File: src/hw/abbp_defs.svh
// Purpose: constants for the command interpreter
// Assumes: 10 MHz system clock
// Notes: all figures as named macros
`ifndef ABBP_DEFS_SVH
`define ABBP_DEFS_SVH
`define ABBP_CMD_RD_MULT 8'hc4
`define ABBP_CMD_WR_MULT 8'hc5
`define ABBP_CMD_SET_MULT 8'hc6
`define ABBP_CMD_RD_DMA 8'hc8
`define ABBP_CMD_WR_DMA 8'hca
`define ABBP_CMD_RD_BUF 8'he4
`define ABBP_CMD_WR_BUF 8'he8
`define ABBP_CMD_STBY_IMM 8'he0
`define ABBP_CMD_IDLE_IMM 8'he1
`define ABBP_CMD_STBY_TMR 8'he2
`define ABBP_CMD_IDLE_TMR 8'he3
`define ABBP_CMD_CHK_PWR 8'he5
`define ABBP_CMD_SLEEP 8'he6
`define ABBP_BLK_MIN 8'h01
`define ABBP_BLK_MAX 8'h08
`define ABBP_APD_MIN 8'h0c
`define ABBP_PWR_IDLE_CODE 8'hff
`define ABBP_PWR_STBY_CODE 8'h00
`define ABBP_BUF_WORDS 9'h100
`define ABBP_ERR_ABORT 8'h04
`define ABBP_APD_UNIT_S 5
`define ABBP_CLK_HZ 10000000
`define ABBP_APD_UNIT_CYC (`ABBP_APD_UNIT_S * `ABBP_CLK_HZ)
`endif

File: src/hw/abbp_pkg.sv
// Purpose: types for the command interpreter
// Assumes: nothing
// Notes: power states and command carrier
package abbp_pkg;
  typedef enum logic [1:0] {ABBP_PWR_IDLE, ABBP_PWR_STBY, ABBP_PWR_SLEEP} abbp_pwr_t;
  typedef struct packed {
    logic [7:0] code;
    logic [7:0] count;
  } abbp_cmd_t;
endpackage : abbp_pkg
File: src/hw/abbp_apd_timer.sv
// Purpose: auto power-down countdown
// Assumes: reload and arm come from the main interpreter
// Notes: counts units of UNIT_CYC cycles
`timescale 1ns/1ps
`include "abbp_defs.svh"
module abbp_apd_timer #(
  parameter int UNIT_CYC = `ABBP_APD_UNIT_CYC
) (
  input wire logic clk,
  input wire logic rst_n,
  input wire logic ce,
  input wire logic arm,
  input wire logic reload,
  input wire logic [7:0] load_val,
  output logic tick,
  output logic expire
);
  initial begin
    if (UNIT_CYC < 1) $error("UNIT_CYC must be at least one");
  end
  logic [31:0] pre_q;
  logic [7:0] cnt_q;
  // ==========================================
  // Unit prescaler
  always_ff @(posedge clk or negedge rst_n) begin
    if (!rst_n) begin
      pre_q <= 32'h0;
    end else if (ce) begin
      if (reload || !arm || pre_q == 32'(UNIT_CYC - 1)) pre_q <= 32'h0;
      else pre_q <= pre_q + 32'h1;
    end
  end
  // ==========================================
  // Countdown; expiry pulses once at zero
  always_ff @(posedge clk or negedge rst_n) begin
    if (!rst_n) begin
      cnt_q <= 8'h0;
      tick <= 1'b0;
      expire <= 1'b0;
    end else if (ce) begin
      tick <= 1'b0;
      expire <= 1'b0;
      if (reload || !arm) begin
        cnt_q <= load_val;
      end else if (pre_q == 32'(UNIT_CYC - 1) && cnt_q != 8'h0) begin
        cnt_q <= cnt_q - 8'h1;
        tick <= 1'b1;
        if (cnt_q == 8'h1) expire <= 1'b1;
      end
    end
  end
endmodule : abbp_apd_timer

File: src/hw/abbp_cmd_ctrl.sv
// Purpose: set-multiple, buffer, DMA and power command handling
// Assumes: task-file writes arrive as a one-cycle strobe on the same clock
// Notes: media engine and buffer memory sit outside; this block sequences them
`timescale 1ns/1ps
`include "abbp_defs.svh"
module abbp_cmd_ctrl
  import abbp_pkg::*;
#(
  parameter int UNIT_CYC = `ABBP_APD_UNIT_CYC,
  parameter int MAX_BLOCK = 8
) (
  // Clock, reset, enable
  input wire logic CLK_SYS,
  input wire logic RESETN,
  input wire logic CE,
  // Command strobe from task file
  input wire logic CMD_STB,
  input wire abbp_pkg::abbp_cmd_t CMD_IN,
  input wire logic SOFT_RST,
  input wire logic CAM_OPTION,
  // Host data handshake
  input wire logic PIO_ACK,
  input wire logic DMACK,
  // Media engine
  input wire logic MEDIA_READY,
  input wire logic MEDIA_ERR,
  input wire logic MEDIA_DONE,
  // Status out
  output logic BSY,
  output logic DRQ,
  output logic DMARQ,
  output logic INTRQ,
  output logic ERR,
  output logic [7:0] ERR_CODE,
  output logic [7:0] SECT_CNT_OUT,
  output logic SECT_CNT_WE,
  output logic MULT_EN,
  output logic [7:0] BLOCK_CNT,
  output logic MEDIA_GO,
  output logic SPINDLE_ON,
  output logic HEADS_PARKED,
  output logic [1:0] PWR_STATE
);
  import abbp_pkg::*;

  initial begin
    if (MAX_BLOCK < 1 || MAX_BLOCK > 8) $error("MAX_BLOCK must lie in 1..8");
  end

  typedef enum logic [2:0] {ABBP_S_IDLE, ABBP_S_SETM, ABBP_S_PREP, ABBP_S_PIO,
                            ABBP_S_DMA, ABBP_S_WAKE, ABBP_S_DONE} abbp_seq_t;

  // ==========================================
  // Input synchronisers for off-domain levels
  logic [1:0] mrdy_s, merr_s, mdone_s, cam_s;
  always_ff @(posedge CLK_SYS or negedge RESETN) begin
    if (!RESETN) begin
      mrdy_s <= 2'h0;
      merr_s <= 2'h0;
      mdone_s <= 2'h0;
      cam_s <= 2'h0;
    end else if (CE) begin
      mrdy_s <= {mrdy_s[0], MEDIA_READY};
      merr_s <= {merr_s[0], MEDIA_ERR};
      mdone_s <= {mdone_s[0], MEDIA_DONE};
      cam_s <= {cam_s[0], CAM_OPTION};
    end
  end
  logic media_rdy, media_err, media_done;
  assign media_rdy = mrdy_s[1];
  assign media_err = merr_s[1];
  assign media_done = mdone_s[1];

  // ==========================================
  // Command decode
  logic [7:0] code, cnt;
  logic is_mult, is_dma, is_buf, is_media, seq_free;
  abbp_seq_t seq_q;
  abbp_pwr_t pwr_q;
  assign code = CMD_IN.code;
  assign cnt = CMD_IN.count;
  assign is_mult = (code == `ABBP_CMD_RD_MULT) || (code == `ABBP_CMD_WR_MULT);
  assign is_dma = (code == `ABBP_CMD_RD_DMA) || (code == `ABBP_CMD_WR_DMA);
  assign is_buf = (code == `ABBP_CMD_RD_BUF) || (code == `ABBP_CMD_WR_BUF);
  assign is_media = is_mult || is_dma;
  assign seq_free = (seq_q == ABBP_S_IDLE);
  logic take;
  assign take = CE && CMD_STB && seq_free;

  // ==========================================
  // Multiple-mode setting
  logic blk_ok;
  assign blk_ok = (cnt >= `ABBP_BLK_MIN) && (cnt <= 8'(MAX_BLOCK));
  always_ff @(posedge CLK_SYS or negedge RESETN) begin
    if (!RESETN) begin
      MULT_EN <= 1'b0;
      BLOCK_CNT <= 8'h0;
    end else if (CE) begin
      if (SOFT_RST) begin
        MULT_EN <= 1'b0;
        BLOCK_CNT <= 8'h0;
      end else if (take && code == `ABBP_CMD_SET_MULT) begin
        if (blk_ok) begin
          MULT_EN <= 1'b1;
          BLOCK_CNT <= cnt;
        end else begin
          MULT_EN <= 1'b0;
        end
      end
    end
  end

  // ==========================================
  // Command sequencer
  logic rd_dir_q, dma_q;
  logic [8:0] words_q;
  logic pend_err_q;
  always_ff @(posedge CLK_SYS or negedge RESETN) begin
    if (!RESETN) begin
      seq_q <= ABBP_S_IDLE;
      BSY <= 1'b0;
      DRQ <= 1'b0;
      DMARQ <= 1'b0;
      INTRQ <= 1'b0;
      ERR <= 1'b0;
      ERR_CODE <= 8'h0;
      MEDIA_GO <= 1'b0;
      rd_dir_q <= 1'b0;
      dma_q <= 1'b0;
      words_q <= 9'h0;
      pend_err_q <= 1'b0;
    end else if (CE) begin
      MEDIA_GO <= 1'b0;
      if (SOFT_RST) begin
        seq_q <= ABBP_S_IDLE;
        BSY <= 1'b0;
        DRQ <= 1'b0;
        DMARQ <= 1'b0;
        INTRQ <= 1'b0;
        ERR <= 1'b0;
      end else begin
        if (CMD_STB) INTRQ <= 1'b0;
        case (seq_q)
          ABBP_S_IDLE: begin
            if (take) begin
              ERR <= 1'b0;
              ERR_CODE <= 8'h0;
              rd_dir_q <= (code == `ABBP_CMD_RD_BUF) || (code == `ABBP_CMD_RD_DMA) ||
                          (code == `ABBP_CMD_RD_MULT);
              dma_q <= is_dma;
              BSY <= 1'b1;
              if (code == `ABBP_CMD_SET_MULT) begin
                seq_q <= ABBP_S_SETM;
              end else if ((is_mult && !MULT_EN) || (is_media && pwr_q == ABBP_PWR_SLEEP)) begin
                pend_err_q <= 1'b1;
                seq_q <= ABBP_S_DONE;
              end else if (is_buf) begin
                seq_q <= ABBP_S_PREP;
              end else if (is_media) begin
                seq_q <= ABBP_S_WAKE;
              end else begin
                pend_err_q <= 1'b0;
                seq_q <= ABBP_S_DONE;
              end
            end
          end
          ABBP_S_SETM: begin
            pend_err_q <= (cnt != 8'h0) && !blk_ok;
            seq_q <= ABBP_S_DONE;
          end
          ABBP_S_PREP: begin
            words_q <= `ABBP_BUF_WORDS;
            DRQ <= 1'b1;
            BSY <= 1'b0;
            INTRQ <= 1'b1;
            seq_q <= ABBP_S_PIO;
          end
          ABBP_S_PIO: begin
            if (PIO_ACK) begin
              words_q <= words_q - 9'h1;
              if (words_q == 9'h1) begin
                DRQ <= 1'b0;
                seq_q <= ABBP_S_IDLE;
              end
            end
          end
          ABBP_S_WAKE: begin
            if (media_rdy) begin
              MEDIA_GO <= 1'b1;
              if (dma_q) begin
                seq_q <= ABBP_S_DMA;
              end else begin
                // Sector transfer of multiple commands is handled elsewhere
                pend_err_q <= 1'b0;
                seq_q <= ABBP_S_DONE;
              end
            end
          end
          ABBP_S_DMA: begin
            DMARQ <= !(media_err || media_done) && !DMACK;
            if (media_err) begin
              DMARQ <= 1'b0;
              pend_err_q <= 1'b1;
              seq_q <= ABBP_S_DONE;
            end else if (media_done) begin
              DMARQ <= 1'b0;
              pend_err_q <= 1'b0;
              seq_q <= ABBP_S_DONE;
            end
          end
          ABBP_S_DONE: begin
            BSY <= 1'b0;
            INTRQ <= 1'b1;
            ERR <= pend_err_q;
            ERR_CODE <= pend_err_q ? `ABBP_ERR_ABORT : 8'h0;
            seq_q <= ABBP_S_IDLE;
          end
          default: seq_q <= ABBP_S_IDLE;
        endcase
      end
    end
  end

  // ==========================================
  // Power management
  logic apd_arm_q, apd_stby_sel_q, idle_pend_q;
  logic [7:0] apd_val_q;
  logic apd_tick, apd_expire, reload;
  assign reload = take && (is_media || is_buf || code == `ABBP_CMD_IDLE_IMM);
  abbp_apd_timer #(.UNIT_CYC(UNIT_CYC)) u_apd (
    .clk(CLK_SYS),
    .rst_n(RESETN),
    .ce(CE),
    .arm(apd_arm_q || idle_pend_q),
    .reload(reload || (take && (code == `ABBP_CMD_STBY_TMR || code == `ABBP_CMD_IDLE_TMR))),
    .load_val((take && (code == `ABBP_CMD_STBY_TMR || code == `ABBP_CMD_IDLE_TMR)) ? cnt : apd_val_q),
    .tick(apd_tick),
    .expire(apd_expire)
  );

  always_ff @(posedge CLK_SYS or negedge RESETN) begin
    if (!RESETN) begin
      pwr_q <= ABBP_PWR_IDLE;
      apd_arm_q <= 1'b0;
      apd_stby_sel_q <= 1'b0;
      apd_val_q <= 8'h0;
      idle_pend_q <= 1'b0;
      SECT_CNT_OUT <= 8'h0;
      SECT_CNT_WE <= 1'b0;
    end else if (CE) begin
      SECT_CNT_WE <= 1'b0;
      if (SOFT_RST) begin
        if (pwr_q == ABBP_PWR_SLEEP) pwr_q <= ABBP_PWR_IDLE;
      end else if (take) begin
        case (code)
          `ABBP_CMD_STBY_IMM: pwr_q <= ABBP_PWR_STBY;
          `ABBP_CMD_IDLE_IMM: idle_pend_q <= 1'b1;
          `ABBP_CMD_STBY_TMR: begin
            pwr_q <= ABBP_PWR_STBY;
            apd_stby_sel_q <= 1'b1;
            apd_val_q <= cnt;
            apd_arm_q <= (cnt != 8'h0);
          end
          `ABBP_CMD_IDLE_TMR: begin
            pwr_q <= ABBP_PWR_IDLE;
            apd_stby_sel_q <= 1'b0;
            apd_val_q <= cnt;
            apd_arm_q <= (cnt != 8'h0);
          end
          `ABBP_CMD_CHK_PWR: begin
            SECT_CNT_OUT <= (pwr_q == ABBP_PWR_IDLE && !idle_pend_q) ? `ABBP_PWR_IDLE_CODE
                                                                    : `ABBP_PWR_STBY_CODE;
            SECT_CNT_WE <= 1'b1;
          end
          `ABBP_CMD_SLEEP: pwr_q <= ABBP_PWR_SLEEP;
          default: begin
            if (is_media && pwr_q == ABBP_PWR_STBY) pwr_q <= ABBP_PWR_IDLE;
          end
        endcase
      end else begin
        if (idle_pend_q && apd_tick) begin
          idle_pend_q <= 1'b0;
          pwr_q <= ABBP_PWR_IDLE;
        end
        if (apd_expire && apd_arm_q && pwr_q != ABBP_PWR_SLEEP && seq_free) begin
          if (apd_stby_sel_q || !cam_s[1]) pwr_q <= ABBP_PWR_STBY;
          else pwr_q <= ABBP_PWR_IDLE;
        end
      end
    end
  end

  always_ff @(posedge CLK_SYS or negedge RESETN) begin
    if (!RESETN) begin
      SPINDLE_ON <= 1'b1;
      HEADS_PARKED <= 1'b0;
      PWR_STATE <= 2'h0;
    end else if (CE) begin
      SPINDLE_ON <= (pwr_q == ABBP_PWR_IDLE);
      HEADS_PARKED <= (pwr_q != ABBP_PWR_IDLE);
      PWR_STATE <= pwr_q;
    end
  end
endmodule : abbp_cmd_ctrl

File: config.mk
export PLATFORM = sky130hd
export DESIGN_NAME = abbp_cmd_ctrl
export DESIGN_NICKNAME = d
export VERILOG_FILES = /design/src/hw/abbp_pkg.sv /design/src/hw/abbp_apd_timer.sv /design/src/hw/abbp_cmd_ctrl.sv
export VERILOG_INCLUDE_DIRS = /design/src /design/src/hw
export SDC_FILE = /design/constraint.sdc
export NUM_CORES = 1
export LEC_CHECK = 0
export ABC_AREA = 1
export BUFFER_PORTS_ARGS = -buffer_cell sky130_fd_sc_hd__buf_4
export CORE_MARGIN = 10
export CORE_UTILIZATION = 45
export DETAILED_ROUTE_END_ITERATION = 8
export HOLD_SLACK_MARGIN = 0.06
export PLACE_DENSITY_LB_ADDON = 0.2
export RECOVER_POWER = 25
export SYNTH_ARGS = -nofsm -noshare
export SYNTH_HDL_FRONTEND = slang
export SYNTH_SLANG_ARGS = --single-unit
File: constraint.sdc
create_clock -name CLK_SYS -period 4.2 [get_ports CLK_SYS]
set_input_delay 0.63 -clock CLK_SYS [delete_from_list [all_inputs] [get_ports CLK_SYS]]
set_output_delay 0.63 -clock CLK_SYS [all_outputs]
set_load 0.01 [all_outputs]
# [After elaboration in Yosys (flattened, before gate mapping)]
# Index checks and enable logic that the tools add are counted.
[totals] latchBits=0 wordCells=237 output_inout_bits=36 ram_bits=0 regBits=113 memories=0 rom_bits=0 inputBits=27
[op_classes] bitwise_logic=1 n_eq_ne=42 mul=0 n_reduce_logical=79 shifts=0 magnitude_cmp=2 div=0 mux=79 n_addsub=3
[ops] cell="$eq A8 B8 Y1 const B" n=13
[ops] cell="$mux W8" n=8
[ops] cell="$mux W1" n=41
[ops] cell="$mux W3" n=11
[ops] cell="$add A32 B1 Y32 const B" n=1
[ops] cell="$eq A32 B26 Y1 const B" n=1
[ops] cell="$mux W32" n=1
[ops] cell="$reduce_and A4 Y1" n=8
[ops] cell="$pmux W3 S6" n=1
[ops] cell="$pmux W9 S2" n=1
[ops] cell="$reduce_bool A2 Y1" n=9
[ops] cell="$logic_and A1 B1 Y1" n=17
[ops] cell="$mux W2" n=8
[ops] cell="$pmux W8 S2" n=1
[ops] cell="$reduce_bool A8 Y1" n=2
[ops] cell="$ne A3 B3 Y1 const B" n=5
[ops] cell="$logic_or A1 B1 Y1" n=14
[ops] cell="$reduce_bool A3 Y1" n=4
[ops] cell="$ne A2 B2 Y1 const B" n=5
[ops] cell="$reduce_and A10 Y1" n=1
[ops] cell="$eq A3 B3 Y1 const B" n=3
[ops] cell="$eq A9 B1 Y1 const B" n=1
[ops] cell="$mux W9" n=1
[ops] cell="$ne A3 B2 Y1 const B" n=3
[ops] cell="25 further kinds" n=46

# [Longest topological paths before layout]
# Gate-level depths: netlist (run 1).
[depth] ltp_word=10 depth_mapped=13 ltp_nobuf=12

# [Hierarchy]
# Synthesis (run 1) repeated with hierarchy kept, for this count alone.
[hier_totals] hier_cells=899 area_unflattened_um2=6169.7
[by_module_without_submodules] module="abbp_cmd_ctrl" cells_per_inst=452 seq_area_each_um2=1427.6 area_each_um2=3285.7 instances=1
[by_module_without_submodules] module="abbp_apd_timer" cells_per_inst=447 seq_area_each_um2=1051.0 area_each_um2=2884.0 instances=1

# [Worst setup path before layout (run 1)]
# Ideal clock, no wire load.
[synth_timing] kind="in2reg" startpoint="input port CE" endpoint="register u_apd.pre_q[18]" setup_time_ns=0.121 path_stages=12 arrival_time_ns=1.854 path_slack_ns=2.225 n_path_buf=3 required_time_ns=4.079 cell_sequence="buf_2 -> nand2_1 -> nor2_8 -> nand2_1 -> nor2_2 -> nor2_2 -> nand2_4 -> nand2_2 -> nand2_2 -> buf_6 -> buf_6 -> nor2_1"
[synth_between] elab_chain_len=7 word_cells_on_any_way=8 classes_between="mux (1); reduce/logical (7)"
[synth_rtl] item="start, declared" line_no="abbp_cmd_ctrl.sv:15" rtl="input wire logic CE,"
[synth_rtl] item="$logic_and A1 B1 Y1 (2 in series)" line_no="abbp_cmd_ctrl.sv:88" rtl="assign take = CE && CMD_STB && seq_free;"
[synth_rtl] item="$logic_and A1 B1 Y1, on equally long branches" line_no="abbp_cmd_ctrl.sv:229, abbp_cmd_ctrl.sv:235"
[synth_rtl] item="$logic_or A1 B1 Y1" line_no="abbp_cmd_ctrl.sv:235" rtl=".reload(reload || (take && (code == `ABBP_CMD_STBY_TMR || code == `ABBP_CMD_IDLE_TMR))),"
[synth_rtl] item="$logic_or A1 B1 Y1 (2 in series)" line_no="abbp_apd_timer.sv:29" rtl="if (reload || !arm || pre_q == 32'(UNIT_CYC - 1)) pre_q <= 32'h0;"
[synth_rtl] item="$mux W32" line_no="abbp_apd_timer.sv:29"
[synth_rtl] item="end signal, assigned" line_no="abbp_apd_timer.sv:30" rtl="else pre_q <= pre_q + 32'h1;"
[synth_rtl] item="end, declared" line_no="abbp_apd_timer.sv:21" rtl="logic [31:0] pre_q;"
# Several ways; a longest one is shown, not always the timed one.
# A chain may end at the register's enable or synchronous reset.

# [Worst setup path in the final report (run 1)]
[layout_timing] startpoint="register seq_q[1]" endpoint="register u_apd.pre_q[17]"
[layout_between] elab_chain_len=7 word_cells_on_any_way=8 classes_between="mux (1); reduce/logical (7)"
[layout_rtl] item="start, declared" line_no="abbp_cmd_ctrl.sv:78" rtl="abbp_seq_t seq_q;"
[layout_rtl] item="start signal, assigned" line_no="abbp_cmd_ctrl.sv:120" rtl="seq_q <= ABBP_S_IDLE;"
[layout_rtl] item="start signal, assigned" line_no="abbp_cmd_ctrl.sv:135" rtl="seq_q <= ABBP_S_IDLE;"
[layout_rtl] item="start signal, assigned" line_no="abbp_cmd_ctrl.sv:153" rtl="seq_q <= ABBP_S_SETM;"
[layout_rtl] item="$logic_not A3 Y1 *" line_no="abbp_cmd_ctrl.sv:86" rtl="assign seq_free = (seq_q == ABBP_S_IDLE);"
[layout_rtl] item="$logic_and A1 B1 Y1 *" line_no="abbp_cmd_ctrl.sv:88"
[layout_rtl] item="$logic_and A1 B1 Y1, on equally long branches" line_no="abbp_cmd_ctrl.sv:229, abbp_cmd_ctrl.sv:235"
[layout_rtl] item="$logic_or A1 B1 Y1 *" line_no="abbp_cmd_ctrl.sv:235"
[layout_rtl] item="$logic_or A1 B1 Y1 * (2 in series)" line_no="abbp_apd_timer.sv:29"
[layout_rtl] item="$mux W32 *" line_no="abbp_apd_timer.sv:29"
# Mark *: on every way between the ends. The rest lies on a longest branch, timed or not.

==> impl_metrics.env, run 1 <==
export IMPL_outcome="finished, violations left"
export IMPL_violations="max-capacitance violations, max-slew violations"
export IMPL_tightest_slew_ns=1.75
export IMPL_die_x_um=133
export IMPL_crit_path_max_fanout=29
export IMPL_drive_gt1_frac=0.111
export IMPL_route_vias_total=5111
export IMPL_yosys_warnings=0
export IMPL_track_usage=0.160
export IMPL_syn_mean_instance_area_um2=7.27
export IMPL_cts_max_level=3
export IMPL_utilization=0.518
export IMPL_grt_overflow=0
export IMPL_synth_top_area_cell="dfrtp_1"
export IMPL_slew_headroom=-0.169
export IMPL_ir_drop_mv=0.197
export IMPL_core_area_um2=12500
export IMPL_place_gp_congestion=0.902
export IMPL_hold_viol_final=0
export IMPL_syn_to_final_growth_pct=13.3
export IMPL_postCtsHoldBufs=0
export IMPL_ant_nets=0
export IMPL_nets=863
export IMPL_cp_top_family="simple AND/OR/NAND/NOR gates"
export IMPL_worstPathRequired_ns=4.47
export IMPL_critPathLaunchType="register"
export IMPL_dp_hpwl_um=10300
export IMPL_cts_buffers=9
export IMPL_end_kind="register"
export IMPL_hold_class="primary input to register"
export IMPL_antenna_found_initial=0
export IMPL_netlist_top_cells_count="nand2_1 (232), nor2_1 (105), dfrtp_1 (98)"
export IMPL_postCtsSetupRepairBufs=0
export IMPL_p_leak_nw=3.16
export IMPL_path_clk_slew_ns=0.07
export IMPL_maxCapViolations=1
export IMPL_final_fill_count=1227
export IMPL_port_buffers=55
export IMPL_post_route_min_period_ns=2.37
export IMPL_setup_tns_ns=0
export IMPL_drc=0
export IMPL_initial_core_util=0.457
export IMPL_grt_pass1_wl_um=23800
export IMPL_hold_ws_ns=0.458
export IMPL_fp_dieH_um=133
export IMPL_cp_cell_sequence="inv_2 -> nand2_4 -> nor2_8 -> nand2_1 -> nor2_2 -> nor2_2 -> nand2_4 -> nand2_2 -> nand2_2 -> a21oi_1"
export IMPL_grt_max_degree=73
export IMPL_num_antenna_cells=0
export IMPL_rows=41
export IMPL_rsz0062_at_grt="no"
export IMPL_dieArea_um2=17600
export IMPL_skew_ns=0.0113
export IMPL_synth_edf_count=0
export IMPL_clockBufferDepth=2
export IMPL_cts_tree="yes"
export IMPL_clock_sinks=99
export IMPL_pin_count=63
export IMPL_async_flop_share=1.00
export IMPL_synth_top_area_share=0.429
export IMPL_drt_iter0_drc=349
export IMPL_crit_path_top_delay_cell="dfrtp_1"
export IMPL_yosysUniqueCellTypes=41
export IMPL_synth_flop_cell="dfrtp_1"
export IMPL_wl_per_cell_um=13.8
export IMPL_max_stage_delay_ns=0.50
export IMPL_yosysSeqAreaShare=0.433
export IMPL_synth_seq_cells=99
export IMPL_drt_pre_antenna_iters=5
export IMPL_synth_cells=787
export IMPL_cp_data_arrival_time_ns=2.64
export IMPL_p_per_area_nw_per_um2=405
export IMPL_yosysMostFrequentCell="nand2_1"
export IMPL_finalSetupViolCount=0
export IMPL_cts_resized_gates=0
export IMPL_post_drt_via_cell_ratio=5.08
export IMPL_clock_latency_ns=0.36
export IMPL_finalMaxSlewViolations=73
export IMPL_grt_pass1_vias=5059
export IMPL_cts_root_buf="clkbuf_16"
export IMPL_wirelength_um=13900
export IMPL_synth_area_um2=5720
export IMPL_criticalPathCategory="register to register"
export IMPL_fmax_ghz=0.422
export IMPL_crit_buf_inv=1
export IMPL_synth_area_leaders="dfrtp_1 (43%), nand2_1 (15%), nor2_1 (6.9%), nand3_1 (5.5%), inv_1 (5.4%)"
export IMPL_fin_crit_sh=0.564
placed cells by master, fill, tap and decap left out, drive strengths merged:
master    synthesis  routed
nor4              1       1
ha                6       6
nand2           238     238
a22oi             1       1
dfrtp            98      98
nand4            21      21
clkbuf            4      11
nor3b             1       1
a21oi            14      14
xnor2             7       7
nand3            63      63
o22ai             2       2
o211ai            2       2
a31oi             1       1
clkinvlp          0       2
o41ai             1       1
xor2             18      18
and2              2       2
clkinv            1       4
o31ai             4       4
bufinv            0       1
o21bai            3       3
nand3b            3       3
dfstp             1       1
inv              85      86
mux2              1       1
nor3             21      21
or2               1       1
o21ai            47      47
conb              1       7
buf              27      55
nor2            112     112
final cells by class:
class	count	area, um2	share of cell area
multi-input cells	577	2740	0.422
well taps	172	215	0.0332
repair buffers	57	425	0.0656
clock buffers	9	225	0.0347
inverters	86	323	0.0498
flip-flops and latches	99	2480	0.382
clock inverters	7	76.3	0.0118
worst paths after layout:
| path | from | end | slack [ns] | depth (start not counted) |
|---|---|---|---|---|
| setup / recovery | seq_q[1] | u_apd.pre_q[17] | 1.83 | 10 |
| hold / removal | DMACK | DMARQ | 0.46 | 2 |
| setup reg to reg | seq_q[1] | u_apd.pre_q[17] | 1.83 | 10 |
| hold reg to reg | PWR_STATE[1] | PWR_STATE[1] | 0.47 | 2 |
| max in group asynchronous | RESETN | u_apd.pre_q[25] | 2.22 | 2 |
| min in group asynchronous | RESETN | PWR_STATE[0] | 0.74 | 1 |
logic make-up (layout without fill, tap and decap cells):
kind of cell	after synthesis	in the layout	share of synthesized area
buffers and inverters	117	159	0.0919
multiplexers	1	1	0.00197
other	1	7	0.000656
flip-flops	99	99	0.433
adder cells (fa/ha/maj)	6	6	0.0131
AO/OA/AOI/OAI	75	75	0.0733
XOR/XNOR	25	25	0.0383
AND/OR/NAND/NOR	463	463	0.347
power by group:
part           total [mW]  internal (mW)  switching (mW)
clock               0.843          0.465           0.378
combinational       0.622          0.227           0.394
sequential           1.16           1.06           0.102
total                2.63           1.75           0.875
sequential cells by signal, summed over array words and instances (netlist names), 2 cells and up:
name / flops
u_apd.pre_q: 32
words_q: 9
BLOCK_CNT: 8
apd_val_q: 8
u_apd.cnt_q: 8
seq_q: 3
PWR_STATE: 2
cam_s: 2
mdone_s: 2
merr_s: 2
mrdy_s: 2
pwr_q: 2
per-stage QoR:
| step | setup WS (ns) | cell area (um2) | power (mW) | instances |
|---|---|---|---|---|
| 2_1_floorplan | 2.22 | 5740 | 1.61 | 793 |
| 3_3_place_gp | 1.57 | 6180 | 1.78 | 991 |
| 3_5_place_dp | 1.51 | 6180 | 1.80 | 991 |
| 4_1_cts | 1.82 | 6480 | 2.65 | 1007 |
| 5_1_grt | 1.59 | 6480 | 2.80 | 1007 |
| 6_report | 1.83 | 6480 | 2.63 | 1007 |
layer usage:
layer | routed length, um | up-vias | share of wire | GRT usage
li1 | - | 2569 | - | -
met1 | 6370 | 2408 | 0.46 | 0.199
met2 | 6520 | 120 | 0.47 | 0.265
met3 | 727 | 14 | 0.052 | 0.0439
met4 | 236 | 0 | 0.017 | 0.0495
met5 | 0 | - | 0 | 0
Note: power is estimated with default switching activity, not from simulation.
==> run 2: changes to the inputs <==
--- a/config.mk
+++ b/config.mk
@@ -6,7 +6,7 @@
 export SDC_FILE = /design/constraint.sdc
 export NUM_CORES = 1
 export LEC_CHECK = 0
-export ABC_AREA = 1
+export ABC_AREA = 0
 export BUFFER_PORTS_ARGS = -buffer_cell sky130_fd_sc_hd__buf_4
 export CORE_MARGIN = 10
 export CORE_UTILIZATION = 45
==> constraint.sdc (replaced) <==
create_clock -name CLK_SYS -period 2.1 [get_ports CLK_SYS]
set_input_delay 0.315 -clock CLK_SYS [delete_from_list [all_inputs] [get_ports CLK_SYS]]
set_output_delay 0.315 -clock CLK_SYS [all_outputs]
set_load 0.01 [all_outputs]
==> run 2 against run 1 <==
Against the previous run:
- the flow finishes with violations (negative setup slack)
- utilization rose by 5.9 points
- combinational power rose by 140%
- critical path depth fell by 3
- register-to-register slack got worse by 2.0 ns
- cell count fell by 13%
- synthesized cell count fell by 24%
- die area fell by 2.3%
- sequential power rose by 93%
- flip-flop and latch count did not move
- critical path type unchanged
- largest power group unchanged
- highest routed layer unchanged
==> impl_metrics.env, run 2 <==
export IMPL_outcome="finished, violations left"
export IMPL_violations="negative setup slack"
export IMPL_hold_ws_ns=0.188
export IMPL_dp_hpwl_um=10900
export IMPL_ant_nets=0
export IMPL_core_area_um2=12100
export IMPL_hold_viol_final=0
export IMPL_synth_edf_count=0
export IMPL_regMostFlops="u_apd.pre_q"
export IMPL_setup_tns_ns=-4.44
export IMPL_wirelength_um=14800
export IMPL_finalMaxSlewViolations=0
export IMPL_grt_max_degree=52
export IMPL_worst_slack_ns=-0.193
export IMPL_startpoint="u_apd.pre_q[8]"
export IMPL_place_inst=860
export IMPL_largest_reg_flops=32
export IMPL_drt_pre_antenna_iters=5
export IMPL_track_usage=0.172
export IMPL_clock_sinks=99
export IMPL_nets=742
export IMPL_grt_pass1_wl_um=25000
export IMPL_num_antenna_cells=0
export IMPL_hold_class="primary input to register"
export IMPL_cts_root_buf="clkbuf_16"
export IMPL_clock_latency_ns=0.36
export IMPL_cp_data_arrival_time_ns=2.54
export IMPL_synth_top_area_share=0.441
export IMPL_post_route_cell_area_um2=6960
export IMPL_syn_mean_instance_area_um2=9.32
export IMPL_synth_area_leaders="dfrtp_1 (44%), mux2_2 (4.5%), nor2_1 (4.0%), nand2_1 (4.0%), xnor2_1 (3.0%)"
export IMPL_critPathLaunchType="register"
export IMPL_drc=0
export IMPL_netlist_top_cells_count="dfrtp_1 (98), nor2_1 (60), nand2_1 (59)"
export IMPL_maxCapViolations=0
export IMPL_port_buffers=55
export IMPL_final_fill_count=1073
export IMPL_min_path_cells=2
export IMPL_ir_drop_mv=0.317
export IMPL_drive_gt1_frac=0.273
export IMPL_synth_area_um2=5560
export IMPL_yosys_warnings=0
export IMPL_place_gp_congestion=0.915
export IMPL_yosysUniqueCellTypes=66
export IMPL_p_leak_nw=3.16
export IMPL_fp_dieH_um=131
export IMPL_end_kind="register"
export IMPL_finalSetupViolCount=37
export IMPL_dieArea_um2=17200
export IMPL_die_x_um=131
export IMPL_p_per_area_nw_per_um2=766
export IMPL_route_vias_total=4861
export IMPL_antenna_found_initial=0
export IMPL_post_route_min_period_ns=2.29
export IMPL_min_from="MEDIA_DONE"
export IMPL_r2r_start="u_apd.pre_q[8]"
export IMPL_syn_to_final_growth_pct=25.1
export IMPL_worstPathRequired_ns=2.34
export IMPL_rsz0062_at_grt="yes"
export IMPL_synth_top_area_cell="dfrtp_1"
export IMPL_power_mw=5.33
export IMPL_placed_area_um2=6600
export IMPL_fin_cells=881
export IMPL_fmax_ghz=0.436
export IMPL_slew_headroom=0.476
export IMPL_yosysSeqAreaShare=0.446
export IMPL_cts_max_level=3
export IMPL_tightest_slew_ns=0.786
export IMPL_cts_buffers=9
export IMPL_reg_largest_list="u_apd.pre_q x32, words_q x9"
export IMPL_cts_tree="yes"
export IMPL_fin_crit_sh=1.09
export IMPL_pin_count=63
export IMPL_crit_path_max_fanout=6
export IMPL_rows=40
export IMPL_async_flop_share=1.00
export IMPL_r2r_cells=7
export IMPL_clockBufferDepth=2
export IMPL_grt_overflow=0
export IMPL_final_common_cell="buf_4"
export IMPL_pre_cts_ws_ns=-0.205
export IMPL_synth_seq_cells=99
export IMPL_utilization=0.577
export IMPL_criticalPathCategory="register to register"
export IMPL_synth_cells=597
export IMPL_path_clk_slew_ns=0.07
export IMPL_post_drt_via_cell_ratio=5.52
export IMPL_drt_iter0_drc=377
export IMPL_wl_per_cell_um=16.8
export IMPL_skew_ns=0.00816
export IMPL_yosysMostFrequentCell="dfrtp_1"
export IMPL_synth_flop_cell="dfrtp_1"
export IMPL_grt_pass1_vias=5020
export IMPL_initial_core_util=0.461
export IMPL_most_common_layout_cells="buf_4 (125), dfrtp_1 (98), nand2_1 (59), nor2_1 (59), nand3_1 (31)"
## run 2: changes by cell type after synthesis, moves of 10 or more
cell and delta:
xnor2_1 +12, and3_1 +14, nand2_1 -173, nand3_1 -31
o21ai_0 -21, nor3_1 -10, nor2b_1 +12, mux2_2 +21
nor4_1 +11, clkbuf_1 +18, inv_1 -63, nor2_1 -45
## run 2: worst max-delay path, cell delays in order (launching register included)
cell       delay, ns
dfrtp_1         0.37
or4_1           0.50
or4_4           0.45
a2111oi_4       0.21
buf_6           0.18
nand3b_1        0.09
xnor2_1         0.14
o221a_2         0.23
## run 2: metal layers
| layer | vias to the layer above | track usage | share of wire | wire (um) |
|---|---|---|---|---|
| li1 | 2329 | - | - | - |
| met1 | 2374 | 0.213 | 0.44 | 6490 |
| met2 | 131 | 0.285 | 0.49 | 7270 |
| met3 | 27 | 0.0320 | 0.044 | 656 |
| met4 | 0 | 0.0775 | 0.026 | 386 |
| met5 | - | 0 | 0 | 0 |
## run 2: repair_timing
item / 4_1_cts / 5_1_grt
hold endpoints to repair: 28 / 0
hold buffers: 1 / 0
setup endpoints to repair: 40 / 54
resized for setup: 5 / 12
pin swaps: 4 / 8
setup buffers: 3 / 2
## run 2: layout make-up
| cell class | instances | area, um2 | area share |
|---|---|---|---|
| Inverter | 20 | 75.1 | 0.0108 |
| Sequential cell | 99 | 2480 | 0.356 |
| Multi-Input combinational cell | 442 | 2870 | 0.412 |
| Clock inverter | 5 | 38.8 | 0.00557 |
| Clock buffer | 10 | 229 | 0.0329 |
| Tap cell | 168 | 210 | 0.0302 |
| Timing Repair Buffer | 137 | 1060 | 0.152 |
## run 2: cells by family after synthesis
| group | Yosys count | synth area share |
|---|---|---|
| AO/OA/AOI/OAI | 111 | 0.141 |
| XOR/XNOR | 33 | 0.0520 |
| adder cells (fa/ha/maj) | 7 | 0.0153 |
| buffers and inverters | 62 | 0.0558 |
| flip-flops | 99 | 0.446 |
| multiplexers | 31 | 0.0607 |
| other | 1 | 0.000674 |
| AND/OR/NAND/NOR | 253 | 0.229 |
## run 2: path summary, 6_finish.rpt
| path | end | slack [ns] |
|---|---|---|
| setup / recovery | u_apd.cnt_q[3] | -0.19 |
| hold / removal | mdone_s[0] | 0.19 |
| setup reg to reg | u_apd.cnt_q[3] | -0.19 |
| hold reg to reg | INTRQ | 0.49 |
| max in group asynchronous | u_apd.pre_q[6] | 0.27 |
| min in group asynchronous | words_q[6] | 0.56 |
## run 2: report_power, final
part	internal [mW]	switching (mW)
combinational	0.709	0.814
sequential	2.09	0.147
clock	0.809	0.764
total	3.61	1.72
==> run 3: changes to the inputs <==
--- a/config.mk
+++ b/config.mk
@@ -14,6 +14,7 @@
 export HOLD_SLACK_MARGIN = 0.06
 export PLACE_DENSITY_LB_ADDON = 0.2
 export RECOVER_POWER = 25
+export REMOVE_ABC_BUFFERS = 1
 export SYNTH_ARGS = -nofsm -noshare
 export SYNTH_HDL_FRONTEND = slang
 export SYNTH_SLANG_ARGS = --single-unit
==> run 3 against run 2 <==
Against the previous run:
- the run still ends with negative setup slack left
- register-to-register slack worse by 0.10 ns
- critical path depth decreased by 1
- utilization increased by 1.4 points
- setup slack lost 0.10 ns
- sequential power hardly changed
- clock skew decreased by 0.0016 ns
==> impl_metrics.env, run 3 (synthesis results as in run 2) <==
export IMPL_ant_nets=0
export IMPL_rows=40
export IMPL_rsz0062_at_grt="yes"
export IMPL_worst_slack_ns=-0.296
export IMPL_cts_tree="yes"
export IMPL_grt_pass1_wl_um=24400
export IMPL_critPathLaunchType="register"
export IMPL_hold_viol_final=0
export IMPL_min_from="MEDIA_READY"
export IMPL_drive_gt1_frac=0.292
export IMPL_finalMaxSlewViolations=0
export IMPL_route_vias_total=4843
export IMPL_outcome="finished, violations left"
export IMPL_drc=0
export IMPL_min_path_cells=2
export IMPL_power_mw=5.77
export IMPL_p_per_area_nw_per_um2=809
export IMPL_clock_sinks=99
export IMPL_cts_buffers=9
export IMPL_finalSetupViolCount=38
export IMPL_skew_ns=0.00656
export IMPL_wirelength_um=14600
export IMPL_crit_path_max_fanout=6
export IMPL_hold_class="primary input to register"
export IMPL_track_usage=0.168
export IMPL_reg_largest_list="u_apd.pre_q x32, words_q x9"
export IMPL_place_gp_congestion=0.904
export IMPL_dp_hpwl_um=10600
export IMPL_grt_overflow=0
export IMPL_r2r_end="u_apd.pre_q[12]"
export IMPL_clockBufferDepth=2
export IMPL_post_drt_via_cell_ratio=5.47
export IMPL_seq_area_um2=2480
export IMPL_num_antenna_cells=0
export IMPL_antenna_found_initial=0
export IMPL_most_common_layout_cells="buf_4 (130), dfrtp_1 (98), nor2_1 (59)"
export IMPL_syn_to_final_growth_pct=28.2
export IMPL_multi_input_area_um2=2900
export IMPL_cts_root_buf="clkbuf_16"
export IMPL_ir_drop_mv=0.384
export IMPL_regMostFlops="u_apd.pre_q"
export IMPL_path_clk_slew_ns=0.07
export IMPL_max_stage_delay_ns=0.51
export IMPL_end_kind="register"
export IMPL_r2r_slack_ns=-0.30
export IMPL_tightest_slew_ns=0.917
export IMPL_grt_busiest_layer="met2"
export IMPL_hold_path_end="mrdy_s[0]"
export IMPL_crit_path_top_delay_cell="or4_1"
export IMPL_setup_tns_ns=-9.26
export IMPL_drt_pre_antenna_iters=5
export IMPL_slew_headroom=0.389
export IMPL_violations="negative setup slack"
export IMPL_maxCapViolations=0
export IMPL_largest_reg_flops=32
export IMPL_r2r_start="u_apd.pre_q[10]"
export IMPL_fmax_ghz=0.417
export IMPL_pre_cts_ws_ns=-0.276
export IMPL_initial_core_util=0.461
export IMPL_use_met1=0.211
export IMPL_drt_iter0_drc=442
export IMPL_utilization=0.591
export IMPL_fp_dieH_um=131
export IMPL_die_x_um=131
export IMPL_dieArea_um2=17200
export IMPL_cp_cell_sequence="or4_1 -> or4_4 -> or2_2 -> o22ai_4 -> clkbuf_16 -> nor2_1"
export IMPL_final_common_cell="buf_4"
export IMPL_grt_pass1_vias=4879
export IMPL_worstPathRequired_ns=2.35
export IMPL_criticalPathCategory="register to register"
export IMPL_final_fill_count=1036
export IMPL_pin_count=63
export IMPL_clock_latency_ns=0.36
export IMPL_cts_max_level=3
export IMPL_p_leak_nw=3.24
export IMPL_wl_per_cell_um=16.5
export IMPL_r2r_cells=6
export IMPL_cp_data_arrival_time_ns=2.64
export IMPL_grt_util_met3=0.0431
export IMPL_grt_met2_usage=0.270
export IMPL_post_route_min_period_ns=2.40
export IMPL_nets=746
export IMPL_port_buffers=55
export IMPL_core_area_um2=12100
export IMPL_grt_max_degree=42
export IMPL_fin_crit_sh=1.14
[run 3: how the worst max path moves through the flow]
stage,endpoint,start,slack [ns],cells past startpoint
floorplan,u_apd.pre_q[10],seq_q[0],-0.42,6
global placement,u_apd.cnt_q[3],u_apd.pre_q[8],-0.25,7
detailed placement,u_apd.cnt_q[7],u_apd.pre_q[8],-0.28,8
CTS,u_apd.cnt_q[3],u_apd.pre_q[10],-0.26,7
global route,u_apd.cnt_q[3],u_apd.pre_q[10],-0.36,7
finish,u_apd.pre_q[12],u_apd.pre_q[10],-0.30,6
[run 3: power by group]
part	internal, mW	total [mW]	switching, mW	leakage [nW]
combinational	0.752	1.58	0.824	1.74
sequential	2.09	2.25	0.162	1.33
clock	1.17	1.94	0.767	0.164
total	4.02	5.77	1.75	3.24
[run 3: per-stage QoR]
stage | hold slack (ns) | std cells | instance area (um2)
2_1_floorplan | 0.0194 | 561 | 5350
3_3_place_gp | 0.300 | 860 | 6570
3_5_place_dp | 0.308 | 860 | 6570
4_1_cts | 0.175 | 880 | 7020
5_1_grt | 0.179 | 886 | 7130
6_report | 0.184 | 886 | 7130
[run 3: cell type report]
cell class	instances	share of cell area
Multi-Input combinational cell	442	0.407
Sequential cell	99	0.348
Timing Repair Buffer	141	0.157
Clock buffer	9	0.0316
Tap cell	168	0.0295
Clock inverter	7	0.0175
Inverter	20	0.0105
[run 3: critical path: cells and delay by family (launching register included)]
kind	cells	cell delay, ns
AO/OA/AOI/OAI	1	0.27
flip-flops	1	0.38
buffers and inverters	1	0.21
AND/OR/NAND/NOR	4	1.42
[run 3: layer usage]
layer	up-vias	part of all wire
met5	-	0
met4	0	0.019
met3	24	0.043
met2	118	0.48
met1	2357	0.46
li1	2344	-
[run 3: timing repair]
item / CTS / global route
resized for setup: 14 / 13
hold buffers: 1 / 0
endpoints found under the hold margin: 33 / 0
gates cloned: 0 / 2
pin swaps: 9 / 7
endpoints found under the setup margin: 40 / 57
buffers inserted: 3 / 4
